`src/pms_params.svh`:
```
`ifndef PMS_PARAMS_SVH
`define PMS_PARAMS_SVH

// apb byte addresses
`define PMS_ADDR_CMD        8'h00
`define PMS_ADDR_STATUS     8'h04
`define PMS_ADDR_REGSEL     8'h08
`define PMS_ADDR_RDATA      8'h0C
`define PMS_ADDR_WDATA      8'h10
`define PMS_ADDR_SIREV      8'h18

// internal phy register indexes
`define PMS_PHY_CTRL1       5'h00
`define PMS_PHY_STAT_LATCH  5'h01
`define PMS_PHY_ID_HIGH     5'h02
`define PMS_PHY_ID_LOW      5'h03
`define PMS_PHY_STAT_LIVE   5'h11
`define PMS_PHY_LED_CFG     5'h14

// mgmt_command / mgmt_status bits
`define PMS_CMD_READ_BIT    0
`define PMS_CMD_SCAN_BIT    1
`define PMS_ST_BUSY_BIT     0
`define PMS_ST_SCAN_BIT     1
`define PMS_ST_INVALID_BIT  2

// phy_status_latched bits
`define PMS_L_FDPX_BIT      12
`define PMS_L_HDPX_BIT      11
`define PMS_L_LINK_BIT      2
`define PMS_L_JABBER_BIT    1

// phy_status_live bits
`define PMS_V_TX_BIT        13
`define PMS_V_RX_BIT        12
`define PMS_V_COL_BIT       11
`define PMS_V_LINK_BIT      10
`define PMS_V_DPX_BIT       9
`define PMS_V_POL_BIT       5

// phy_control_one duplex bit
`define PMS_C_DPX_BIT       8

// led config: reset value and mask of reserved bits
`define PMS_LED_RESET       16'h3422
`define PMS_LED_RSVD_MASK   16'hF001

// identity values, arbitrary
`define PMS_OUI_BITS        22'h0A5A5A
`define PMS_PART_NUM        6'h15
`define PMS_PHY_REV         4'h3
`define PMS_SILICON_REV     5'h07

// management access time in sys_clk cycles
`define PMS_MGMT_CYCLES     4'h8

`endif

```
`src/pms_pkg.sv`:
```
package pms_pkg;

    // management engine states, one-hot
    typedef enum logic [2:0] {
        PMS_IDLE  = 3'b001,
        PMS_READ  = 3'b010,
        PMS_WRITE = 3'b100
    } pms_state_t;

    // live indications from the embedded phy
    typedef struct packed {
        logic transmitting;
        logic receiving;
        logic collision;
        logic link_up;
        logic jabber;
        logic pol_reversed;
    } pms_phy_in_t;

    // apb request from the master
    typedef struct packed {
        logic       psel;
        logic       penable;
        logic       pwrite;
        logic [7:0] paddr;
        logic [31:0] pwdata;
    } pms_apb_req_t;

endpackage

```
`src/pms_mgmt_status.sv`:
```
`include "pms_params.svh"

module pms_mgmt_status (
    input wire logic sys_clk,
    input wire logic rst,
    input wire pms_pkg::pms_apb_req_t apb_req,
    output logic [31:0] prdata,
    output logic pready,
    output logic pslverr,
    input wire pms_pkg::pms_phy_in_t phy_in,
    input wire logic second_led_pin
);

    localparam int MGMT_LAT = `PMS_MGMT_CYCLES;
    localparam logic [21:0] OUI_BITS = `PMS_OUI_BITS;

    logic [31:0] prdata_r;
    logic pready_r, pslverr_r;
    logic strap_s1_r, strap_s2_r;
    logic cmd_read_r;
    logic cmd_scan_r;
    logic [4:0] reg_sel_r;
    logic [15:0] read_data_r;
    logic [15:0] write_data_r;
    logic wr_pend_r;
    logic invalid_r;
    logic busy_r;
    logic scan_run_r;
    logic op_single_r;
    logic [4:0] op_reg_r;
    logic [3:0] cnt_r;
    pms_pkg::pms_state_t state_r;
    logic duplex_r;
    logic [15:0] led_cfg_r;
    logic link_latch_r, jabber_r;
    logic access, wr_fire, mapped, op_done, start_read, start_write;
    logic [15:0] phy_word;
    logic [15:0] stat_latch_word, stat_live_word;
    logic [31:0] rd_mux;

    assign prdata = prdata_r;
    assign pready = pready_r;
    assign pslverr = pslverr_r;

    // address decode for the error answer; the read mux decodes with its own case
    function automatic logic addr_ok(input logic [7:0] a);
        case (a)
            `PMS_ADDR_CMD, `PMS_ADDR_STATUS, `PMS_ADDR_REGSEL,
            `PMS_ADDR_RDATA, `PMS_ADDR_WDATA, `PMS_ADDR_SIREV: addr_ok = 1'b1;
            default: addr_ok = 1'b0;
        endcase
    endfunction

    // access phase of apb; write lands only on the ready edge
    assign access = apb_req.psel && apb_req.penable;
    assign wr_fire = access && pready_r && apb_req.pwrite && !pslverr_r;
    assign mapped = addr_ok(apb_req.paddr);

    // strap pin crosses in from outside, two stages before use
    always_ff @(posedge sys_clk)
    begin
        strap_s1_r <= second_led_pin;
        strap_s2_r <= strap_s1_r;
    end

    // one wait state: ready and data are registered one cycle into access
    always_ff @(posedge sys_clk)
    begin
        if (rst)
        begin
            pready_r <= 1'b0;
            pslverr_r <= 1'b0;
            prdata_r <= 32'h0000_0000;
        end
        else if (access && !pready_r)
        begin
            pready_r <= 1'b1;
            pslverr_r <= !mapped;
            prdata_r <= apb_req.pwrite ? 32'h0000_0000 : rd_mux;
        end
        else
        begin
            pready_r <= 1'b0;
            pslverr_r <= 1'b0;
        end
    end

    // register read mux; unimplemented bits are zero
    always_comb
    begin
        rd_mux = 32'h0000_0000;
        case (apb_req.paddr)
            `PMS_ADDR_CMD:
            begin
                rd_mux[`PMS_CMD_READ_BIT] = cmd_read_r;
                rd_mux[`PMS_CMD_SCAN_BIT] = cmd_scan_r;
            end
            `PMS_ADDR_STATUS:
            begin
                rd_mux[`PMS_ST_BUSY_BIT] = busy_r;
                rd_mux[`PMS_ST_SCAN_BIT] = scan_run_r;
                rd_mux[`PMS_ST_INVALID_BIT] = invalid_r;
            end
            `PMS_ADDR_REGSEL: rd_mux[4:0] = reg_sel_r;
            `PMS_ADDR_RDATA: rd_mux[15:0] = read_data_r;
            `PMS_ADDR_WDATA: rd_mux[15:0] = write_data_r;
            `PMS_ADDR_SIREV: rd_mux[4:0] = `PMS_SILICON_REV;
            default: rd_mux = 32'h0000_0000;
        endcase
    end

    // software control registers; only implemented bits are stored
    always_ff @(posedge sys_clk)
    begin
        if (rst)
        begin
            cmd_scan_r <= 1'b0;
            reg_sel_r <= 5'h00;
            write_data_r <= 16'h0000;
        end
        else if (wr_fire)
        begin
            case (apb_req.paddr)
                `PMS_ADDR_CMD: cmd_scan_r <= apb_req.pwdata[`PMS_CMD_SCAN_BIT];
                `PMS_ADDR_REGSEL: reg_sel_r <= apb_req.pwdata[4:0];
                `PMS_ADDR_WDATA: write_data_r <= apb_req.pwdata[15:0];
                default: cmd_scan_r <= cmd_scan_r;
            endcase
        end
    end

    // single read request; hardware clear on completion, set wins
    always_ff @(posedge sys_clk)
    begin
        if (rst)
            cmd_read_r <= 1'b0;
        else if (wr_fire && apb_req.paddr == `PMS_ADDR_CMD)
            cmd_read_r <= apb_req.pwdata[`PMS_CMD_READ_BIT];
        else if (op_done && op_single_r)
            cmd_read_r <= 1'b0;
    end

    // a write to the data register queues one phy write
    always_ff @(posedge sys_clk)
    begin
        if (rst)
            wr_pend_r <= 1'b0;
        else if (wr_fire && apb_req.paddr == `PMS_ADDR_WDATA)
            wr_pend_r <= 1'b1;
        else if (start_write)
            wr_pend_r <= 1'b0;
    end

    // engine start: write first, then single read, then scan
    assign start_write = (state_r == pms_pkg::PMS_IDLE) && wr_pend_r;
    assign start_read = (state_r == pms_pkg::PMS_IDLE) && !wr_pend_r
        && (cmd_read_r || cmd_scan_r);
    assign op_done = (state_r != pms_pkg::PMS_IDLE) && (cnt_r == 4'h1);

    // management engine: every access takes a fixed number of cycles
    always_ff @(posedge sys_clk)
    begin
        if (rst)
        begin
            state_r <= pms_pkg::PMS_IDLE;
            cnt_r <= 4'h0;
            op_reg_r <= 5'h00;
            op_single_r <= 1'b0;
        end
        else
        begin
            case (state_r)
                pms_pkg::PMS_IDLE:
                begin
                    if (start_write || start_read)
                    begin
                        state_r <= start_write ? pms_pkg::PMS_WRITE : pms_pkg::PMS_READ;
                        cnt_r <= `PMS_MGMT_CYCLES;
                        op_reg_r <= reg_sel_r;
                        op_single_r <= start_read && cmd_read_r;
                    end
                end
                pms_pkg::PMS_READ, pms_pkg::PMS_WRITE:
                begin
                    cnt_r <= cnt_r - 4'h1;
                    if (op_done)
                        state_r <= pms_pkg::PMS_IDLE;
                end
                default: state_r <= pms_pkg::PMS_IDLE;
            endcase
        end
    end

    // busy mirrors the engine so it clears with the completing edge
    always_ff @(posedge sys_clk)
    begin
        if (rst)
            busy_r <= 1'b0;
        else if (start_write || start_read)
            busy_r <= 1'b1;
        else if (op_done)
            busy_r <= 1'b0;
    end

    // scan in progress from first scan read until scan is disabled and idle
    always_ff @(posedge sys_clk)
    begin
        if (rst)
            scan_run_r <= 1'b0;
        else if (start_read && !cmd_read_r)
            scan_run_r <= 1'b1;
        else if (!cmd_scan_r && state_r == pms_pkg::PMS_IDLE)
            scan_run_r <= 1'b0;
    end

    // invalid rises when a read starts and falls when read data is loaded
    always_ff @(posedge sys_clk)
    begin
        if (rst)
            invalid_r <= 1'b0;
        else if (start_read)
            invalid_r <= 1'b1;
        else if (op_done && state_r == pms_pkg::PMS_READ)
            invalid_r <= 1'b0;
    end

    // read data captured at the end of every read, scan or single
    always_ff @(posedge sys_clk)
    begin
        if (rst)
            read_data_r <= 16'h0000;
        else if (op_done && state_r == pms_pkg::PMS_READ)
            read_data_r <= phy_word;
    end

    // phy status words built from live inputs, latches and the duplex control bit
    always_comb
    begin
        stat_latch_word = 16'h0000;
        stat_latch_word[`PMS_L_FDPX_BIT] = 1'b1;
        stat_latch_word[`PMS_L_HDPX_BIT] = 1'b1;
        stat_latch_word[`PMS_L_LINK_BIT] = link_latch_r;
        stat_latch_word[`PMS_L_JABBER_BIT] = jabber_r;
        stat_live_word = 16'h0000;
        stat_live_word[`PMS_V_TX_BIT] = phy_in.transmitting;
        stat_live_word[`PMS_V_RX_BIT] = phy_in.receiving;
        stat_live_word[`PMS_V_COL_BIT] = phy_in.collision;
        stat_live_word[`PMS_V_LINK_BIT] = phy_in.link_up;
        stat_live_word[`PMS_V_DPX_BIT] = duplex_r;
        stat_live_word[`PMS_V_POL_BIT] = phy_in.pol_reversed;
    end

    // internal phy register space seen by the management engine
    always_comb
    begin
        phy_word = 16'h0000;
        case (op_reg_r)
            `PMS_PHY_CTRL1: phy_word[`PMS_C_DPX_BIT] = duplex_r;
            `PMS_PHY_STAT_LATCH: phy_word = stat_latch_word;
            `PMS_PHY_ID_HIGH: phy_word = OUI_BITS[21:6];
            `PMS_PHY_ID_LOW: phy_word = {OUI_BITS[5:0], `PMS_PART_NUM, `PMS_PHY_REV};
            `PMS_PHY_STAT_LIVE: phy_word = stat_live_word;
            `PMS_PHY_LED_CFG: phy_word = led_cfg_r;
            default: phy_word = 16'h0000;
        endcase
    end

    // duplex control: reset value from synchronised strap, then phy writes
    always_ff @(posedge sys_clk)
    begin
        if (rst)
            duplex_r <= strap_s2_r;
        else if (op_done && state_r == pms_pkg::PMS_WRITE && op_reg_r == `PMS_PHY_CTRL1)
            duplex_r <= write_data_r[`PMS_C_DPX_BIT];
    end

    // led config: reserved bits are forced so a careless write cannot move them
    always_ff @(posedge sys_clk)
    begin
        if (rst)
            led_cfg_r <= `PMS_LED_RESET;
        else if (op_done && state_r == pms_pkg::PMS_WRITE && op_reg_r == `PMS_PHY_LED_CFG)
            led_cfg_r <= (write_data_r & ~`PMS_LED_RSVD_MASK)
                | (`PMS_LED_RESET & `PMS_LED_RSVD_MASK);
    end

    // latching link: a read of the latched status re-arms from the live link
    always_ff @(posedge sys_clk)
    begin
        if (rst)
            link_latch_r <= 1'b0;
        else if (op_done && state_r == pms_pkg::PMS_READ
            && op_reg_r == `PMS_PHY_STAT_LATCH)
            link_latch_r <= phy_in.link_up;
        else
            link_latch_r <= link_latch_r && phy_in.link_up;
    end

    // latching jabber: a new event beats the clear on read
    always_ff @(posedge sys_clk)
    begin
        if (rst)
            jabber_r <= 1'b0;
        else if (phy_in.jabber)
            jabber_r <= 1'b1;
        else if (op_done && state_r == pms_pkg::PMS_READ
            && op_reg_r == `PMS_PHY_STAT_LATCH)
            jabber_r <= 1'b0;
    end

    property p_read_len;
        @(posedge sys_clk) disable iff (rst)
        start_read |-> ##MGMT_LAT op_done ##1 (state_r == pms_pkg::PMS_IDLE && !invalid_r);
    endproperty
    a_read_len: assert property (p_read_len)
        else $error("read did not complete in the fixed access time");

    property p_single_clear;
        @(posedge sys_clk) disable iff (rst)
        (op_done && op_single_r) |=> (!cmd_read_r && !busy_r && !invalid_r);
    endproperty
    a_single_clear: assert property (p_single_clear)
        else $error("single read completion left a flag set");

    property p_scan_repeat;
        @(posedge sys_clk) disable iff (rst)
        (op_done && cmd_scan_r && !wr_pend_r && !wr_fire)
            |=> ##1 (state_r == pms_pkg::PMS_READ);
    endproperty
    a_scan_repeat: assert property (p_scan_repeat)
        else $error("scan did not start the next read");

    property p_scan_status;
        @(posedge sys_clk) disable iff (rst)
        (state_r == pms_pkg::PMS_READ && !op_single_r) |-> scan_run_r;
    endproperty
    a_scan_status: assert property (p_scan_status)
        else $error("scan read running without scan status");

    property p_busy;
        @(posedge sys_clk) disable iff (rst)
        busy_r == (state_r != pms_pkg::PMS_IDLE);
    endproperty
    a_busy: assert property (p_busy)
        else $error("busy disagrees with engine state");

    property p_link_drop;
        @(posedge sys_clk) disable iff (rst)
        !phy_in.link_up |=> !link_latch_r;
    endproperty
    a_link_drop: assert property (p_link_drop)
        else $error("latched link stayed up after link loss");

    property p_jabber;
        @(posedge sys_clk) disable iff (rst)
        phy_in.jabber |=> jabber_r [*1] ##0 stat_latch_word[`PMS_L_JABBER_BIT];
    endproperty
    a_jabber: assert property (p_jabber)
        else $error("jabber event not latched");

    property p_ready_pulse;
        @(posedge sys_clk) disable iff (rst)
        (access && !pready_r) |=> (pready_r ##1 !pready_r);
    endproperty
    a_ready_pulse: assert property (p_ready_pulse)
        else $error("apb ready not a single cycle after one wait");

    property p_status_zero;
        @(posedge sys_clk) disable iff (rst)
        (access && !pready_r && !apb_req.pwrite && apb_req.paddr == `PMS_ADDR_STATUS)
            |=> (prdata_r[31:3] == 29'h0000_0000);
    endproperty
    a_status_zero: assert property (p_status_zero)
        else $error("unimplemented status bits read nonzero");

endmodule

```
`config.mk`:
```
export PLATFORM = sky130hd
export DESIGN_NAME = pms_mgmt_status
export DESIGN_NICKNAME = d
export VERILOG_FILES = /design/src/pms_pkg.sv /design/src/pms_mgmt_status.sv
export VERILOG_INCLUDE_DIRS = /design/src
export SDC_FILE = /design/constraint.sdc
export NUM_CORES = 1
export LEC_CHECK = 0
export BUFFER_PORTS_ARGS = -buffer_cell sky130_fd_sc_hd__buf_2
export CORE_MARGIN = 5
export CORE_UTILIZATION = 50
export DETAILED_ROUTE_END_ITERATION = 16
export GPL_TIMING_DRIVEN = 0
export PLACE_DENSITY = 0.74
export SYNTH_ARGS = -nofsm -noshare
export SYNTH_HDL_FRONTEND = slang
export SYNTH_SLANG_ARGS = --single-unit
export TNS_END_PERCENT = 50
```
`constraint.sdc`:
```
create_clock -name sys_clk -period 2.1 [get_ports sys_clk]
set_clock_uncertainty 0.1 [all_clocks]
set_input_delay 0.105 -clock sys_clk [delete_from_list [all_inputs] [get_ports sys_clk]]
set_output_delay 0.105 -clock sys_clk [all_outputs]
set_load 0.005 [all_outputs]
```
Yosys cells after proc, flatten, opt, wreduce, memory -nomap -nowiden
Index checks and enable logic that the tools add are counted.

Equality and inequality tests: 17. Mux-type cells: 31. Bitwise logic cells: 1. $add $sub $neg: 1. Reductions and logical operators: 49.

Operators by type and width (count): $pmux W8 S5 (1); $pmux W6 S5 (1); $pmux W11 S2 (1); $logic_and A1 B1 Y1 (21); $mux W1 (17); $eq A8 B4 Y1 const B (2); $eq A8 B5 Y1 const B (2); $mux W16 (1); $reduce_bool A2 Y1 (8); $pmux W2 S6 (1); $reduce_and A2 Y1 (6); $eq A5 B2 Y1 const B (2); $eq A5 B5 Y1 const B (2); $mux W3 (3); $eq A8 B3 Y1 const B (1); $logic_not A8 Y1 (1); $pmux W4 S2 (1); $logic_not A1 Y1 (6); $pmux W2 S3 (1); $pmux W3 S2 (1); $reduce_or A2 Y1 (3); $reduce_or A6 Y1 (1); $eq A5 B1 Y1 const B (1); $logic_not A5 Y1 (1); 13 further kinds (14).

Output and inout port bits: 34. Bits in registers: 106. Input bits: 52.

Longest topological paths before layout
Gate-level depths: netlist (run 1).

Depth in word-level cells: 6. Depth in mapped cells: 7. Depth with buffers taken out: 6.

Worst setup path before layout (run 1)
Ideal clock, no wire load.

Path type: reg2reg. Start: register cnt_r[0]. End: register led_cfg_r[10]. Cell stages (with the launch flop): 7. Buffers on the path: 1. Setup time: 0.128 ns. Slack: 0.197 ns. Data arrival time: 1.674 ns. Cells stage by stage: dfxtp_1 > ha_1 > or3b_1 > nor4_2 > buf_4 > mux2i_1 > nand2_1.

Word-level cells in the longest chain between the ends: 4.

Ends and longest elaborated chain: from (decl) (line pms_mgmt_status.sv:31) `logic [3:0] cnt_r;`; from (signal assigned) (line pms_mgmt_status.sv:178) `` cnt_r <= `PMS_MGMT_CYCLES; ``; from (signal assigned) (line pms_mgmt_status.sv:185) `cnt_r <= cnt_r - 4'h1;`; $eq A4 B1 Y1 (line pms_mgmt_status.sv:158) `assign op_done = (state_r != pms_pkg::PMS_IDLE) && (cnt_r == 4'h1);`; $logic_and A1 B1 Y1 (line pms_mgmt_status.sv:158); $logic_and A1 B1 Y1 (line pms_mgmt_status.sv:282) `` else if (op_done && state_r == pms_pkg::PMS_WRITE && op_reg_r == `PMS_PHY_LED_CFG) ``; $logic_and A1 B1 Y1 (no source line); to (signal assigned) (line pms_mgmt_status.sv:281) `` led_cfg_r <= `PMS_LED_RESET; ``; to (signal assigned) (line pms_mgmt_status.sv:283) `` led_cfg_r <= (write_data_r & ~`PMS_LED_RSVD_MASK) ``; to (decl) (line pms_mgmt_status.sv:34) `logic [15:0] led_cfg_r;`.

No other way between the ends. A chain may end at the register's enable or synchronous reset.

Final worst setup path (run 1)
Start: input port apb_req[40] in the netlist's numbering. End: register prdata_r[8] (netlist: prdata[8]).

Word-level cells in the longest chain between the ends: 1.

Ends and longest elaborated chain: from (decl) (line pms_mgmt_status.sv:6) `input wire pms_pkg::pms_apb_req_t apb_req,`; $mux W16 (line pms_mgmt_status.sv:79) `prdata_r <= apb_req.pwrite ? 32'h0000_0000 : rd_mux;`; to (signal assigned) (line pms_mgmt_status.sv:79); to (decl) (line pms_mgmt_status.sv:17) `logic [31:0] prdata_r;`.

No other way between the ends.

==> flow_metrics.env, run 1 <==
export IMPL_synth_async_reset_ratio=0
export IMPL_cpMaxStageDelayCell="or4bb_4"
export IMPL_viasPerCell=5.62
export IMPL_min_period_over_period=0.981
export IMPL_clockBufferDepth=2
export IMPL_grt_pass1_wl_um=17900
export IMPL_vias=3775
export IMPL_antenna_left=0
export IMPL_dieWidth_um=99.8
export IMPL_clk_latency_ns=0.37
export IMPL_ys_ff_latch=89
export IMPL_htreeDepth=3
export IMPL_grt_setup_unrepaired="yes"
export IMPL_cts_sinks=89
export IMPL_critPathMaxFanout=10
export IMPL_powerDensity_nw_per_um2=604
export IMPL_routedWlPerCell_um=16.7
export IMPL_gr_usage_met1=0.291
export IMPL_ir_drop_mv=0.639
export IMPL_max_cap_viol_count=0
export IMPL_synth_warnings=0
export IMPL_clk_pin_slew_ns=0.09
export IMPL_synth_area_per_cell_um2=8.76
export IMPL_crit_type="input port to register"
export IMPL_fin_area_um2=4970
export IMPL_syn_inst=460
export IMPL_die_y_um=99.8
export IMPL_crit_buf_inv=2
export IMPL_globalRouteMet2Util=0.371
export IMPL_pin_count=86
export IMPL_worstPathArrival_ns=2.28
export IMPL_place_gp_congestion=0.915
export IMPL_tritoncts="done"
export IMPL_status="completed"
export IMPL_rows=32
export IMPL_drt_iter0_drc=299
export IMPL_dpl_cell_area_um2=4480
export IMPL_areaGrowthSynthToFinish_pct=23.3
export IMPL_drive_gt1_frac=0.202
export IMPL_start_util=0.516
export IMPL_setup_viol=0
export IMPL_grt_busiest_layer="met2"
export IMPL_synth_distinct_cells=65
export IMPL_grt_start_max_net_pins=17
export IMPL_firstDrtPassIters=5
export IMPL_numCtsBuffers=9
export IMPL_synthFlopType="dfxtp_1"
export IMPL_wirelength_um=11200
export IMPL_core_area_um2=7810
export IMPL_die_area_um2=9960
export IMPL_drcViolationCount=0
export IMPL_fin_nets=619
export IMPL_synth_enable_flop_cells=1
export IMPL_hold_path_class="input port to register"
export IMPL_period_minus_slack_ns=2.06
export IMPL_first_global_vias=3658
export IMPL_slew_violations=0
export IMPL_end_kind="register"
export IMPL_global_route_usage_total=0.225
export IMPL_crit_family="simple AND/OR/NAND/NOR gates"
export IMPL_post_dp_hpwl_um=7770
export IMPL_antenna_found_initial=0
export IMPL_synth_yosys_seq_area_share=0.445
export IMPL_relSlewSlack=0.414
export IMPL_n_antenna_cell=0
export IMPL_tightest_slew_ns=0.875
export IMPL_syn_area_um2=4030
export IMPL_final_hold_viol_count=0
export IMPL_power_leakage_nw=1.97
export IMPL_met3_usage=0.0500
export IMPL_path_cells="dlygate4sd3_1, buf_2, or4bb_4, nor4_4, a22oi_1, nand2_1"
export IMPL_clock_root_buffer="clkbuf_8"
export IMPL_timing_fmax_mhz=485
export IMPL_grt_ovfl_total=0
export IMPL_fin_util=0.637
export IMPL_setup_worst_path_start_class="input port"
export IMPL_max_stage_delay_ns=0.57
export IMPL_critical_path_required_ns=2.32
export IMPL_portBuffers=53
## power breakdown
| group | switching [W] | internal, W |
|---|---|---|
| sequential | 0.00000389 | 0.00170 |
| combinational | 0.000119 | 0.0000994 |
| clock | 0.000649 | 0.000438 |
| total | 0.000772 | 0.00223 |
## cells in the final DEF, fill, tap and decap left out, types with 7 or more instances in the layout
cell type	count
buf_2	54
nand2_1	66
nor3_1	11
o211ai_1	8
conb_1	16
o21ai_0	27
a22o_1	9
buf_4	19
nand3_1	10
clkbuf_1	26
nor2_1	27
a22oi_1	10
clkbuf_8	9
dlygate4sd3_1	22
dfxtp_1	87
nand4b_1	10
a21oi_1	35
mux2i_1	20
inv_1	7
## layout make-up
| cell class | count | area [um^2] |
|---|---|---|
| Fill cell | 699 | 2840 |
| Clock inverter | 7 | 55.1 |
| Clock buffer | 9 | 124 |
| Tap cell | 102 | 128 |
| Timing Repair Buffer | 79 | 519 |
| Multi-Input combinational cell | 329 | 2060 |
| Inverter | 8 | 30.0 |
| Buffer | 49 | 265 |
| Sequential cell | 89 | 1790 |
## Yosys cell counts (2+ instances only)
master | instances | area share
dfxtp_1 | 88 | 0.44
nand2_1 | 66 | 0.061
a21oi_1 | 35 | 0.043
clkbuf_1 | 30 | 0.028
nor2_1 | 29 | 0.027
o21ai_0 | 27 | 0.034
mux2i_1 | 20 | 0.050
buf_4 | 17 | 0.032
nor3_1 | 12 | 0.015
nand3_1 | 11 | 0.014
a22oi_1 | 10 | 0.019
nand4b_1 | 10 | 0.022
a22o_1 | 9 | 0.020
o211ai_1 | 8 | 0.015
inv_1 | 7 | 0.0065
o21ai_1 | 5 | 0.0062
nand2b_1 | 4 | 0.0062
o2bb2ai_1 | 4 | 0.0087
or3_1 | 4 | 0.0062
a31oi_1 | 3 | 0.0047
nand4_1 | 3 | 0.0047
o31ai_1 | 3 | 0.0056
or3b_1 | 3 | 0.0065
xnor2_1 | 3 | 0.0065
a221o_1 | 2 | 0.0050
a221oi_1 | 2 | 0.0043
and3_1 | 2 | 0.0031
ha_1 | 2 | 0.0062
nand4bb_1 | 2 | 0.0056
nor2b_1 | 2 | 0.0031
o22ai_1 | 2 | 0.0031
or2_2 | 2 | 0.0031
## cells by family (layout without fill, tap and decap cells)
| family | count (synthesis) | after routing | synth area share |
|---|---|---|---|
| AND/OR/NAND/NOR | 169 | 169 | 0.228 |
| XOR/XNOR | 3 | 3 | 0.00652 |
| multiplexers | 22 | 22 | 0.0581 |
| adder cells (fa/ha/maj) | 2 | 2 | 0.00621 |
| AO/OA/AOI/OAI | 117 | 117 | 0.184 |
| buffers and inverters | 57 | 152 | 0.0711 |
| other | 1 | 16 | 0.000930 |
| flip-flops | 89 | 89 | 0.445 |
## stage by stage
stage	setup TNS (ns)	hold slack, ns	setup slack [ns]	total power, W	cells
after floorplan	0	0.0327	0.197	0.00184	475
after global placement	-0.0972	0.109	-0.0972	0.00191	630
after detailed placement	-0.273	0.111	-0.115	0.00191	630
after CTS	0	0.00212	0.0206	0.00301	668
after global routing	-0.0623	0.0204	-0.0405	0.00312	672
final	0	0.00970	0.0398	0.00300	672
## final timing paths
| path | cells past startpoint | to | slack (ns) | start |
|---|---|---|---|---|
| max reg2reg | 6 | read_data_r[3] | 0.10 | cnt_r[1] |
| min reg2reg | 0 | strap_s2_r | 0.23 | strap_s1_r |
| max | 6 | prdata[8] | 0.04 | apb_req[40] |
| min | 3 | read_data_r[13] | 0.01 | phy_in[5] |
## repair_timing
item                       in CTS  in global routing
hold buffers                   22                  0
pin swaps                       0                  2
cloned                          0                  1
hold endpoints to repair       30                  0
buffers inserted                0                  3
setup endpoints to repair      11                 50
resized for setup               4                 18
## layer usage
layer  vias to the layer above  wire length [um]
li1                       1831                 -
met1                      1794              4890
met2                       127              5410
met3                        23               659
met4                         0               238
met5                         -                 0
## state kept, by name, indices dropped and copies added, names as in the netlist
| signal | flops |
|---|---|
| prdata | 16 |
| write_data_r | 16 |
| read_data_r | 15 |
| led_cfg_r | 11 |
| op_reg_r | 5 |
| reg_sel_r | 5 |
| cnt_r | 4 |
| state_r | 3 |
| busy_r | 1 |
| cmd_read_r | 1 |
| cmd_scan_r | 1 |
| duplex_r | 1 |
| invalid_r | 1 |
| jabber_r | 1 |
| link_latch_r | 1 |
| op_single_r | 1 |
| pready | 1 |
| pslverr | 1 |
| scan_run_r | 1 |
| strap_s1_r | 1 |
| strap_s2_r | 1 |
| wr_pend_r | 1 |
## tightest hold or removal path, delay by kind of cell
| family | cells | cell delay [ns] |
|---|---|---|
| buf+inv | 1 | 0.08 |
| compound gates | 2 | 0.27 |
(Power assumes the default switching activity.)
==> inputs of run 2 (changes only) <==
--- a/config.mk
+++ b/config.mk
@@ -9,8 +9,9 @@
 export BUFFER_PORTS_ARGS = -buffer_cell sky130_fd_sc_hd__buf_2
 export CORE_MARGIN = 5
-export CORE_UTILIZATION = 50
+export CORE_UTILIZATION = 54
 export DETAILED_ROUTE_END_ITERATION = 16
 export GPL_TIMING_DRIVEN = 0
-export PLACE_DENSITY = 0.74
+export PLACE_DENSITY = 0.79
+export RECOVER_POWER = 50
 export SYNTH_ARGS = -nofsm -noshare
 export SYNTH_HDL_FRONTEND = slang
==> constraint.sdc (replaced) <==
create_clock -name sys_clk -period 2.1 [get_ports sys_clk]
set_clock_uncertainty 0.1 [all_clocks]
set_input_delay 0.63 -clock sys_clk [delete_from_list [all_inputs] [get_ports sys_clk]]
set_output_delay 0.63 -clock sys_clk [all_outputs]
set_load 0.005 [all_outputs]
==> flow_metrics.env, run 2 (synthesis results as in run 1) <==
export IMPL_status="completed"
export IMPL_fin_util=0.663
export IMPL_crit_type="input port to register"
export IMPL_grt_start_max_net_pins=14
export IMPL_fin_nets=600
export IMPL_drt_iter0_drc=249
export IMPL_cts_sinks=89
export IMPL_critPathMaxFanout=10
export IMPL_pin_count=86
export IMPL_hold_end="strap_s2_r"
export IMPL_tritoncts="done"
export IMPL_layout_cells_most_common="dfxtp_1"
export IMPL_areaGrowthSynthToFinish_pct=19.3
export IMPL_worstPathArrival_ns=2.18
export IMPL_final_hold_viol_count=0
export IMPL_timing_fmax_mhz=498
export IMPL_vias=3705
export IMPL_hold_path_class="register to register"
export IMPL_min_path_cells=0
export IMPL_htreeDepth=3
export IMPL_antenna_found_initial=0
export IMPL_clockBufferDepth=2
export IMPL_setup_worst_path_start_class="input port"
export IMPL_viasPerCell=5.72
export IMPL_reg2reg_from="cnt_r[1]"
export IMPL_antenna_left=0
export IMPL_rrSetupSlack_ns=0.12
export IMPL_numCtsBuffers=9
export IMPL_drcViolationCount=0
export IMPL_clk_latency_ns=0.35
export IMPL_power_leakage_nw=1.88
export IMPL_die_area_um2=9290
export IMPL_dpl_cell_count=627
export IMPL_global_route_usage_total=0.243
export IMPL_grt_setup_unrepaired="yes"
export IMPL_tightest_slew_ns=0.732
export IMPL_r2r_cells=8
export IMPL_ir_drop_mv=0.486
export IMPL_grt_ovfl_total=0
export IMPL_relSlewSlack=0.510
export IMPL_final_cell_mix="dfxtp_1, nand2_1, buf_2"
export IMPL_drive_gt1_frac=0.195
export IMPL_r2r_end="led_cfg_r[3]"
export IMPL_dieWidth_um=96.4
export IMPL_start_util=0.556
export IMPL_die_y_um=96.4
export IMPL_setup_viol=0
export IMPL_worstHoldStart="strap_s1_r"
export IMPL_max_cap_viol_count=0
export IMPL_finalNonFillerCells=648
export IMPL_n_antenna_cell=0
export IMPL_rows=31
export IMPL_end_kind="register"
export IMPL_slew_violations=0
export IMPL_post_dp_hpwl_um=7560
export IMPL_powerDensity_nw_per_um2=678
export IMPL_first_global_vias=3448
export IMPL_critical_path_required_ns=2.27
export IMPL_clk_pin_slew_ns=0.08
export IMPL_grt_pass1_wl_um=17400
export IMPL_place_gp_congestion=0.917
export IMPL_portBuffers=53
export IMPL_min_period_over_period=0.956
export IMPL_wirelength_um=10800
export IMPL_firstDrtPassIters=5
export IMPL_period_minus_slack_ns=2.01
export IMPL_clock_root_buffer="clkbuf_8"
export IMPL_routedWlPerCell_um=16.6
export IMPL_core_area_um2=7250
==> run 2: cell count changes in the layout (fill, tap and decap cells not counted), moves of 2 or more <==
cell | before | now
clkbuf_1 | 26 | 37
buf_6 | 3 | 1
o21ai_0 | 27 | 30
bufinv_16 | 0 | 3
clkinv_4 | 2 | 0
clkinvlp_4 | 3 | 0
buf_4 | 19 | 24
buf_2 | 54 | 43
dlygate4sd3_1 | 22 | 0
o21ai_1 | 5 | 2
==> run 2: layout make-up <==
cell class	instances	area [um^2]
clock buffer	11	141
fill	647	2440
timing repair buffer	61	317
tap	99	124
inverter	8	30.0
sequential	89	1790
buffer	48	249
multi-input combinational	329	2060
clock inverter	3	90.1
==> run 2: worst max path at each step <==
stage	startpoint	to	slack (ns)
4_1_cts	cnt_r[0]	read_data_r[1]	0.01
5_1_grt	apb_req[32]	cmd_read_r	-0.05
2_1_floorplan	apb_req[32]	prdata[10]	-0.006
6_report	apb_req[37]	write_data_r[5]	0.09
3_5_place_dp	apb_req[34]	prdata[8]	-0.54
3_3_place_gp	apb_req[34]	prdata[8]	-0.45
==> run 2: worst max-delay path, cell delays in order <==
cell and delay, ns:
buf_2 0.11, nor4_1 0.38, and4_1 0.32, clkbuf_1 0.39, nand4b_1 0.17, a21oi_1 0.18
==> run 2: per-layer routing <==
| layer | wire [um] | global-route usage |
|---|---|---|
| met1 | 4540 | 0.315 |
| met2 | 5240 | 0.411 |
| met4 | 199 | 0.0643 |
| met3 | 782 | 0.0527 |
| met5 | 0 | 0 |
==> run 2: what timing repair did <==
item                       4_1_cts  5_1_grt
gates resized for setup          7       17
hold buffers                     0        0
setup buffers                    2        5
setup endpoints to repair       27       51
pin swaps                        2        2
cloned                           1        0
==> run 2: through the flow <==
stage	cell area, um^2	total power, W	hold WS, ns	TNS (ns)	setup slack [ns]
detailed placement	4480	0.00191	0.220	-11.38	-0.537
CTS	4760	0.00326	0.240	0	0.0125
global placement	4480	0.00191	0.217	-9.52	-0.451
global route	4810	0.00336	0.244	-0.164	-0.0462
floorplan	4090	0.00184	0.210	-0.0606	-0.00606
finish	4810	0.00326	0.235	0	0.0918
==> run 2: report_power, final <==
| part | leakage (nW) | internal, W | switching (W) |
|---|---|---|---|
| Combinational | 1.05 | 0.0000712 | 0.000112 |
| Clock | 0.115 | 0.000811 | 0.000569 |
| Sequential | 0.721 | 0.00170 | 0.00000364 |
